--- src/logic/gpls_consts.vh ---
`ifndef GPLS_CONSTS_VH
`define GPLS_CONSTS_VH

// Register indices; byte address on the bus is four times the index
`define GPLS_IDX_W 8
`define GPLS_IDX_INPUT_BYTE1 8'h40
`define GPLS_IDX_INPUT_BYTE3 8'h41
`define GPLS_IDX_INPUT_BYTE2 8'h45
`define GPLS_IDX_OUTPUT_BYTE2 8'h45
`define GPLS_IDX_DRIVE_EN_BYTE2 8'h47
`define GPLS_IDX_OUTPUT_BYTE0 8'h48
`define GPLS_IDX_INPUT_BYTE0 8'h48
`define GPLS_IDX_DRIVE_EN_BYTE0 8'h4A
`define GPLS_IDX_FUNC_SELECT 8'h4C
`define GPLS_IDX_LED_CTRL 8'h4D

// Reset values of the writable registers
`define GPLS_RST_OUTPUT 8'h00
`define GPLS_RST_DRIVE_EN 8'h00
`define GPLS_RST_FUNC_SELECT 8'h00
`define GPLS_RST_LED_CTRL 8'h00

// Field layout of the LED control register
`define GPLS_LED_EN_LSB 0
`define GPLS_LED_EN_MSB 5
`define GPLS_LED_ROT_LSB 6
`define GPLS_LED_ROT_MSB 7

// Function selection bit values
`define GPLS_SEL_FIRST 1'b0
`define GPLS_SEL_GPIO 1'b1

// Avalon response codes
`define GPLS_RESP_OKAY 2'h0
`define GPLS_RESP_SLVERR 2'h2

`endif

--- src/logic/gpls_port.v ---
// Functional notes
// - Output data byte0 at 0x48, reset zero
// - Enable one drives pin, zero input only
// - Select bit: zero shared function, one GPIO
// - Selection gates drivers only, input always sampled
// - LED enable bits switch pins 0..5 while GPIO is selected
// - Rotator maps line n to pin (n+rot)%4
// - Input registers return live pin levels
`timescale 1ns/10ps
`include "gpls_consts.vh"

module gpls_port (
  input wire clock,
  input wire resetn,
  // Avalon-MM slave, byte address
  input wire [9:0] address,
  input wire read,
  input wire write,
  input wire [31:0] writedata,
  input wire [3:0] byteenable,
  output reg [31:0] readdata,
  output reg [1:0] response,
  output reg waitrequest,
  // Pins 0..7, shared with the first functions
  input wire [7:0] pin_in_byte0,
  output reg [7:0] pin_out_byte0,
  output reg [7:0] pin_oe_byte0,
  // First functions in pin order 0..7
  input wire [7:0] first_func_out,
  input wire [7:0] first_func_oe,
  // Pins 16..23
  input wire [7:0] pin_in_byte2,
  output reg [7:0] pin_out_byte2,
  output reg [7:0] pin_oe_byte2,
  // Pins 8..15 and 24..31, input side only here
  input wire [7:0] pin_in_byte1,
  input wire [7:0] pin_in_byte3,
  // Activated state of line interfaces 0..3
  input wire [3:0] line_active_state
);

  // Bus handshake state, one-hot
  localparam [1:0] ST_IDLE = 2'b01;
  localparam [1:0] ST_ACK = 2'b10;

  reg [1:0] state_ff;
  reg [1:0] nxt_state;

  // Software registers
  reg [7:0] pin_output_byte0_ff;
  reg [7:0] pin_output_byte2_ff;
  reg [7:0] pin_drive_enable_byte0_ff;
  reg [7:0] pin_drive_enable_byte2_ff;
  reg [7:0] pin_function_select_ff;
  reg [7:0] led_state_control_ff;

  // Bus decode
  wire [`GPLS_IDX_W-1:0] reg_index;
  wire req_any;
  wire wr_take;
  wire wr_lane0;
  reg [7:0] rd_byte;
  reg rd_hit;
  wire rd_start;
  wire wr_start;

  // One strobe per writable register
  wire wr_output_byte0;
  wire wr_output_byte2;
  wire wr_drive_enable_byte0;
  wire wr_drive_enable_byte2;
  wire wr_function_select;
  wire wr_led_state_control;

  // Answer loaded into readdata and response as waitrequest falls
  reg [31:0] nxt_readdata;
  reg [1:0] nxt_response;
  wire ack_next;

  // LED routing
  wire [5:0] led_indicate_enable_bit;
  wire [1:0] led_rotate_field;
  wire [3:0] led_level;
  wire [5:0] led_pin_level;

  // Per-pin next values for the driven pins
  wire [7:0] nxt_pin_out_byte0;
  wire [7:0] nxt_pin_oe_byte0;
  wire [7:0] nxt_pin_out_byte2;
  wire [7:0] nxt_pin_oe_byte2;

  assign reg_index = address[9:2];
  assign req_any = read | write;
  // Write lands at the edge where waitrequest is seen low
  assign wr_take = write & (state_ff == ST_ACK);
  assign wr_lane0 = wr_take & byteenable[0];

  // A new request is taken only while idle
  assign rd_start = read & (state_ff == ST_IDLE);
  assign wr_start = write & (state_ff == ST_IDLE);

  // One decode per writable register; only lane 0 carries data
  assign wr_output_byte0 = wr_lane0 & (reg_index == `GPLS_IDX_OUTPUT_BYTE0);
  assign wr_output_byte2 = wr_lane0 & (reg_index == `GPLS_IDX_OUTPUT_BYTE2);
  assign wr_drive_enable_byte0 = wr_lane0 & (reg_index == `GPLS_IDX_DRIVE_EN_BYTE0);
  assign wr_drive_enable_byte2 = wr_lane0 & (reg_index == `GPLS_IDX_DRIVE_EN_BYTE2);
  assign wr_function_select = wr_lane0 & (reg_index == `GPLS_IDX_FUNC_SELECT);
  assign wr_led_state_control = wr_lane0 & (reg_index == `GPLS_IDX_LED_CTRL);

  assign led_indicate_enable_bit = led_state_control_ff[`GPLS_LED_EN_MSB:`GPLS_LED_EN_LSB];
  assign led_rotate_field = led_state_control_ff[`GPLS_LED_ROT_MSB:`GPLS_LED_ROT_LSB];

  // Handshake: one cycle of wait, then one cycle of answer
  always @* begin
    nxt_state = state_ff;
    case (state_ff)
      ST_IDLE: begin
        if (req_any) begin
          nxt_state = ST_ACK;
        end
      end
      ST_ACK: begin
        nxt_state = ST_IDLE;
      end
      default: begin
        nxt_state = ST_IDLE;
      end
    endcase
  end

  always @(posedge clock) begin
    if (!resetn) begin
      state_ff <= ST_IDLE;
    end else begin
      state_ff <= nxt_state;
    end
  end

  // Answer cycle follows every taken request
  assign ack_next = (nxt_state == ST_ACK);

  // Waitrequest held high except in the answer cycle
  always @(posedge clock) begin
    if (!resetn) begin
      waitrequest <= 1'b1;
    end else begin
      waitrequest <= ~ack_next;
    end
  end

  // Read decode: only input registers are readable
  always @* begin
    rd_byte = 8'h00;
    rd_hit = 1'b0;
    case (reg_index)
      `GPLS_IDX_INPUT_BYTE1: begin
        rd_byte = pin_in_byte1;
        rd_hit = 1'b1;
      end
      `GPLS_IDX_INPUT_BYTE3: begin
        rd_byte = pin_in_byte3;
        rd_hit = 1'b1;
      end
      `GPLS_IDX_INPUT_BYTE2: begin
        rd_byte = pin_in_byte2;
        rd_hit = 1'b1;
      end
      `GPLS_IDX_INPUT_BYTE0: begin
        rd_byte = pin_in_byte0;
        rd_hit = 1'b1;
      end
      default: begin
        rd_byte = 8'h00;
        rd_hit = 1'b0;
      end
    endcase
  end

  // Write decode: which offsets accept a write
  function wr_mapped;
    input [`GPLS_IDX_W-1:0] idx;
    begin
      case (idx)
        `GPLS_IDX_OUTPUT_BYTE2: wr_mapped = 1'b1;
        `GPLS_IDX_DRIVE_EN_BYTE2: wr_mapped = 1'b1;
        `GPLS_IDX_OUTPUT_BYTE0: wr_mapped = 1'b1;
        `GPLS_IDX_DRIVE_EN_BYTE0: wr_mapped = 1'b1;
        `GPLS_IDX_FUNC_SELECT: wr_mapped = 1'b1;
        `GPLS_IDX_LED_CTRL: wr_mapped = 1'b1;
        default: wr_mapped = 1'b0;
      endcase
    end
  endfunction

  // Answer for the request being taken; zero outside answer cycles
  always @* begin
    nxt_readdata = 32'h00000000;
    nxt_response = `GPLS_RESP_OKAY;
    if (rd_start) begin
      // Input bytes read live, whatever the select and enables
      nxt_readdata = {24'h000000, rd_byte};
      if (!rd_hit) begin
        nxt_response = `GPLS_RESP_SLVERR;
      end
    end else if (wr_start) begin
      // Writes answer with a response code only
      if (!wr_mapped(reg_index)) begin
        nxt_response = `GPLS_RESP_SLVERR;
      end
    end
  end

  // Read data and response, loaded as waitrequest falls
  always @(posedge clock) begin
    if (!resetn) begin
      readdata <= 32'h00000000;
      response <= `GPLS_RESP_OKAY;
    end else begin
      readdata <= nxt_readdata;
      response <= nxt_response;
    end
  end

  // Output data byte for pins 0..7
  always @(posedge clock) begin
    if (!resetn) begin
      pin_output_byte0_ff <= `GPLS_RST_OUTPUT;
    end else if (wr_output_byte0) begin
      pin_output_byte0_ff <= writedata[7:0];
    end
  end

  // Output data byte for pins 16..23
  always @(posedge clock) begin
    if (!resetn) begin
      pin_output_byte2_ff <= `GPLS_RST_OUTPUT;
    end else if (wr_output_byte2) begin
      pin_output_byte2_ff <= writedata[7:0];
    end
  end

  // Output enables for pins 0..7, reset to zero; after reset the pins follow first_func_oe until GPIO is selected
  always @(posedge clock) begin
    if (!resetn) begin
      pin_drive_enable_byte0_ff <= `GPLS_RST_DRIVE_EN;
    end else if (wr_drive_enable_byte0) begin
      pin_drive_enable_byte0_ff <= writedata[7:0];
    end
  end

  // Output enables for pins 16..23, all drivers off after reset
  always @(posedge clock) begin
    if (!resetn) begin
      pin_drive_enable_byte2_ff <= `GPLS_RST_DRIVE_EN;
    end else if (wr_drive_enable_byte2) begin
      pin_drive_enable_byte2_ff <= writedata[7:0];
    end
  end

  // Function selection of pins 0..7
  always @(posedge clock) begin
    if (!resetn) begin
      pin_function_select_ff <= `GPLS_RST_FUNC_SELECT;
    end else if (wr_function_select) begin
      pin_function_select_ff <= writedata[7:0];
    end
  end

  // LED enables and rotator setting
  always @(posedge clock) begin
    if (!resetn) begin
      led_state_control_ff <= `GPLS_RST_LED_CTRL;
    end else if (wr_led_state_control) begin
      led_state_control_ff <= writedata[7:0];
    end
  end

  // Pin numbers 3..0 as two-bit codes, for the mod 4 rotator
  localparam [7:0] PIN_CODES = 8'hE4;

  // Rotator: pin q shows line (q - rot) mod 4
  genvar q;
  generate
    for (q = 0; q < 4; q = q + 1) begin : g_rot
      wire [1:0] line_sel;
      // Two-bit difference wraps, which gives the mod 4
      assign line_sel = PIN_CODES[2*q +: 2] - led_rotate_field;
      assign led_level[q] = line_active_state[line_sel];
    end
  endgenerate

  // LED source per pin; pins 4 and 5 repeat pins 0 and 1
  genvar k;
  generate
    for (k = 0; k < 6; k = k + 1) begin : g_led_src
      assign led_pin_level[k] = led_level[k % 4];
    end
  endgenerate

  // Per-pin driver path for pins 0..7
  genvar p;
  generate
    for (p = 0; p < 8; p = p + 1) begin : g_pin
      wire gpio_level;
      if (p < 6) begin : g_led
        // LED state replaces only the data, the enable still applies
        assign gpio_level = led_indicate_enable_bit[p] ? led_pin_level[p]
          : pin_output_byte0_ff[p];
      end else begin : g_plain
        assign gpio_level = pin_output_byte0_ff[p];
      end
      // Selection steers only the driver, never the input path
      assign nxt_pin_out_byte0[p] = (pin_function_select_ff[p] == `GPLS_SEL_GPIO)
        ? gpio_level : first_func_out[p];
      assign nxt_pin_oe_byte0[p] = (pin_function_select_ff[p] == `GPLS_SEL_GPIO)
        ? pin_drive_enable_byte0_ff[p] : first_func_oe[p];
    end
  endgenerate

  // Pins 16..23 driven straight from their data and enable bytes
  assign nxt_pin_out_byte2 = pin_output_byte2_ff;
  assign nxt_pin_oe_byte2 = pin_drive_enable_byte2_ff;

  // Pin outputs of pins 0..7 registered
  always @(posedge clock) begin
    if (!resetn) begin
      pin_out_byte0 <= `GPLS_RST_OUTPUT;
      pin_oe_byte0 <= `GPLS_RST_DRIVE_EN;
    end else begin
      pin_out_byte0 <= nxt_pin_out_byte0;
      pin_oe_byte0 <= nxt_pin_oe_byte0;
    end
  end

  // Pin outputs of pins 16..23 registered
  always @(posedge clock) begin
    if (!resetn) begin
      pin_out_byte2 <= `GPLS_RST_OUTPUT;
      pin_oe_byte2 <= `GPLS_RST_DRIVE_EN;
    end else begin
      pin_out_byte2 <= nxt_pin_out_byte2;
      pin_oe_byte2 <= nxt_pin_oe_byte2;
    end
  end

endmodule // gpls_port

--- config.mk ---
export PLATFORM = sky130hd
export DESIGN_NAME = gpls_port
export DESIGN_NICKNAME = d
export VERILOG_FILES = /design/src/logic/gpls_port.v
export VERILOG_INCLUDE_DIRS = /design/src /design/src/logic
export SDC_FILE = /design/constraint.sdc
export NUM_CORES = 1
export LEC_CHECK = 0
export BUFFER_PORTS_ARGS = -buffer_cell sky130_fd_sc_hd__buf_2
export CAP_MARGIN = 0
export CORE_MARGIN = 5
export CORE_UTILIZATION = 40
export DETAILED_ROUTE_END_ITERATION = 6
export PLACE_DENSITY = 0.7
export RECOVER_POWER = 50
export SYNTH_ARGS = -nofsm -noshare
export SYNTH_HDL_FRONTEND = slang
export SYNTH_SLANG_ARGS = --single-unit
--- constraint.sdc ---
create_clock -name clock -period 4.2 [get_ports clock]
set_input_delay 0.84 -clock clock [delete_from_list [all_inputs] [get_ports clock]]
set_output_delay 0.84 -clock clock [all_outputs]
set_load 0.05 [all_outputs]
# After elaboration in Yosys (flattened, before gate mapping)
# Index checks and enable logic that the tools add are counted.
# Widths: inputs -> output; s select.
[totals] regBits=117 output_inout_bits=67 wordCells=90
[op_classes] add_sub_neg=4 magnitude_cmp=4 n_eq_ne=11 mux=41 n_bitwise=12 reduce_logical=3
[op_table] cell="$eq 8x7->1 const B" n=8
[op_table] cell="$pmux 8 s4" n=1
[op_table] cell="$mux 1" n=30
[op_table] cell="$lt 2x3->1 const B" n=4
[op_table] cell="$mux 2" n=6
[op_table] cell="$and 1x1->1" n=10
[op_table] cell="$bmux 1 s2" n=4
[op_table] cell="$reduce_or 6->1" n=1
[op_table] cell="$eq 2x2->1 const B" n=2
[op_table] cell="$reduce_or 4->1" n=1
[op_table] cell="$sub 1x2->2 const A" n=2
[op_table] cell="$sub 2x2->2 const A" n=2
[op_table] cell="$eq 2x1->1 const B" n=1
[op_table] cell="$reduce_and 2->1" n=1
[op_table] cell="$not 1->1" n=1
[op_table] cell="$or 1x1->1" n=1

# Depth between registers and ports, before layout
[logic_depth] depth_word=8 ltp_mapped=8 depth_no_buf=4

# Worst setup path after synthesis
# No wires, ideal clock.
[synth_timing] path_type="input -> register" startpoint="input port address[2]" endpoint="register pin_output_byte0_ff[5]" setup_ns=0.115 arrival_time_ns=2.303 setup_slack_ns=1.782 path_stages=8 path_buffers=4 path_cell_list="buf_6 or3_1 buf_6 or4b_4 buf_6 buf_12 nand3_2 o21ai_2"
[synth_via] elab_chain_cells=2
[synth_lines] element="start: declaration" line_no="gpls_port.v:16" rtl="input wire [9:0] address,"
[synth_lines] element="$eq 8x7->1"
[synth_lines] element="$and 1x1->1" line_no="gpls_port.v:103" rtl="assign wr_output_byte0 = wr_lane0 & (reg_index == `GPLS_IDX_OUTPUT_BYTE0);"
[synth_lines] element="end signal: assignment" line_no="gpls_port.v:227" rtl="pin_output_byte0_ff <= `GPLS_RST_OUTPUT;"
[synth_lines] element="end signal: assignment" line_no="gpls_port.v:229" rtl="pin_output_byte0_ff <= writedata[7:0];"
[synth_lines] element="end: declaration" line_no="gpls_port.v:50" rtl="reg [7:0] pin_output_byte0_ff;"
# No other way between the ends.
# A chain may end at the register's enable or synchronous reset.

==> results.cfg <==
[status]
status = complete, but fails checks
violations = capacitance limit, slew limit

[logic_synthesis]
synth_ff_type = dfxtp_1
ys_seq_area_share_pct = 49.8
yosysWarnings = 0
synth_cells = 366
synth.avg_cell_area_um2 = 10.1
synth_edf_count = 0
yosys.cell_types.count = 34
synthArstFlopShare_pct = 0
syn-cell-area_mm2 = 0.00370
yosys_register_bits = 92

[clock_network]
cts_tree = done
clkLatencyLatePin_ns = 0.36
cts-root-buf = clkbuf_8
holdBufCountCts = 0
cts_buffer_depth = 2
clkTransAtPathRegs_ns = 0.09
postCtsResizedCells = 0
numCtsBuffers = 9
cts_setup_buffers = 0
clock-sinks = 92
ctsHtreeMaxLevel = 3

[timing]
fmaxAchievable_ghz = 0.387
skew_ns = 0.00853
worstMarginPinSlew_ns = 1.68
finalCritPeriodShare_pct = 61.5
rsz0062_at_grt = false
fin_ws_ns = 1.62
relSlewSlack_pct = -11.7
min_period_ns = 2.58
slew_violations = 41
finalHoldViolations = 0
whs_ns = 0.435
setup_violations = 0
setup-tns-final_ns = 0

[flow_run]
maxCapViolations = 1

[finish]
syn2layout_area_growth_pct = 18.8
utilization_pct = 48.2
final_net_count = 576
final_design_area_no_fill_mm2 = 0.00439
n_antenna_cell = 0
finalNonFillerCells = 590
drive_gt1_share_pct = 23.4

[placed_design]
placed_cells = 574
dpl_cell_area_mm2 = 0.00421
globalplace.congestion = 0.805
hpwlAfterDp_mm = 6.30
dp_slack_ns = 1.48
io_buffers = 114

[worst_setup_path]
path_buf_inv = 1
start_kind = input pin
cp.required_ns = 4.48
path_cells = clkbuf_1, nand2_1, o21ai_0
crit_type = in -> reg
arrival_ns = 2.86
critPathTopFamily = buffers and inverters
critPathSlowestCell = clkbuf_1
critPathMaxFanout = 40
worstSetupEndpointType = register
max_stage_delay_ns = 1.19

[min_path]
min_path_type = reg -> reg

[power_and_ir_drop]
powerDensity_mw_per_mm2 = 397
power.leakage_nw = 1.94
power_mw = 1.74
vdd_ir_drop_max_mv = 0.159

[grt]
overflow = 0
grt_pass1_vias = 2824
antenna_found_initial = 0
grt_max_degree = 41
grt_util_all_layers_pct = 14.9
grt_pass1_wl_mm = 13.2

[routing]
ant_nets = 0
drcViolationCount = 0
drt_iter0_drc = 74
wl_mm = 8.25
drt-pass1-iter-count = 4
viasPerCell = 4.71
wl_per_cell_um = 14.0
dr_total_vias = 2777

[floorplan]
start_util_pct = 40.6
die_area_mm2 = 0.0113
fp.dieW_um = 106
num_rows = 35
core_mm2 = 0.00911
ioPinCount = 169
fp.dieH_um = 106
## flip-flops by register name, indices dropped and copies added, names as in the netlist
register / flops
nxt_pin_out_byte2: 8
pin_out_byte0: 8
pin_drive_enable_byte0_ff: 8
state_ff: 2
waitrequest: 1
readdata: 8
pin_output_byte0_ff: 8
led_state_control_ff: 8
pin_oe_byte2: 8
pin_out_byte2: 8
nxt_pin_oe_byte2: 8
response: 1
pin_oe_byte0: 8
pin_function_select_ff: 8
## routing by layer
layer	wire length, µm	up-vias	track usage [%]
met5	0	-	0
li1	-	1412	-
met4	116	0	4.81
met1	3320	1246	16.3
met2	4020	109	25.7
met3	796	10	6.68
## cells in the final DEF (no fill, tap or decap), types with 3 or more instances in the layout
master	Yosys	final
o21ai_2	8	8
dfxtp_1	92	92
buf_2	1	78
nor2b_1	10	10
nand2_1	44	44
mux2i_1	68	68
clkbuf_8	0	9
nand3_1	17	17
conb_1	1	25
o21ai_0	16	16
clkbuf_1	6	36
nor2_1	9	9
a21oi_1	5	5
o22a_1	8	8
inv_1	20	20
nor2_2	3	3
## synthesized netlist by cell type, types with 3 or more instances
library cell | instances | area share (%)
dfxtp_1 | 92 | 50
mux2i_1 | 68 | 18
nand2_1 | 44 | 4.5
buf_4 | 25 | 5.1
inv_1 | 20 | 2.0
nand3_1 | 17 | 2.3
o21ai_0 | 16 | 2.2
nor2b_1 | 10 | 1.7
nor2_1 | 9 | 0.91
o21ai_2 | 8 | 1.9
o22a_1 | 8 | 1.9
buf_1 | 6 | 0.61
clkbuf_1 | 6 | 0.61
a21oi_1 | 5 | 0.68
buf_6 | 3 | 0.91
nor2_2 | 3 | 0.51
## layout make-up
cell class              instances  area (µm²)
clock inverters                 7        98.8
flip-flops and latches         92        1840
repair buffers                115         533
multi-input cells             236        1580
clock buffers                   9         124
well taps                     111         139
fillers                       911        4720
inverters                      20        75.1
## path summary, 6_finish.rpt
path                                                   startpoint                                        end  slack, ns  depth (start not counted)
worst max-delay path                                       resetn  pin_drive_enable_byte0_ff[7]$_SDFFE_PN0P_       1.62                          3
worst min-delay path            nxt_pin_out_byte2[6]$_SDFFE_PN0P_                pin_out_byte2[6]$_SDFF_PN0_       0.44                          2
worst max register to register             state_ff[1]$_SDFF_PN0_     pin_function_select_ff[2]$_SDFFE_PN0P_       2.35                          4
worst min register to register  nxt_pin_out_byte2[6]$_SDFFE_PN0P_                pin_out_byte2[6]$_SDFF_PN0_       0.44                          2
## cells by family (layout without fill, tap and decap cells)
family,Yosys count,count (layout),share of synthesized area (%)
simple gates,99,99,13.5
flops,92,92,49.8
mux,70,70,19.0
buf+inv,62,151,9.92
compound gates,42,42,7.62
other cells,1,25,0.101
## worst register-to-register path: cells and delay by family (launching register included)
kind	cells	cell delay, ns
multiplexers	1	0.20
flip-flops	1	0.36
AND/OR/NAND/NOR	3	1.16
## where the power goes
part           internal [mW]  switching, mW
registers              0.883        0.00344
clock network          0.340          0.320
logic                 0.0520          0.143
total                   1.28          0.467
Power figures use the tool's default switching activity.
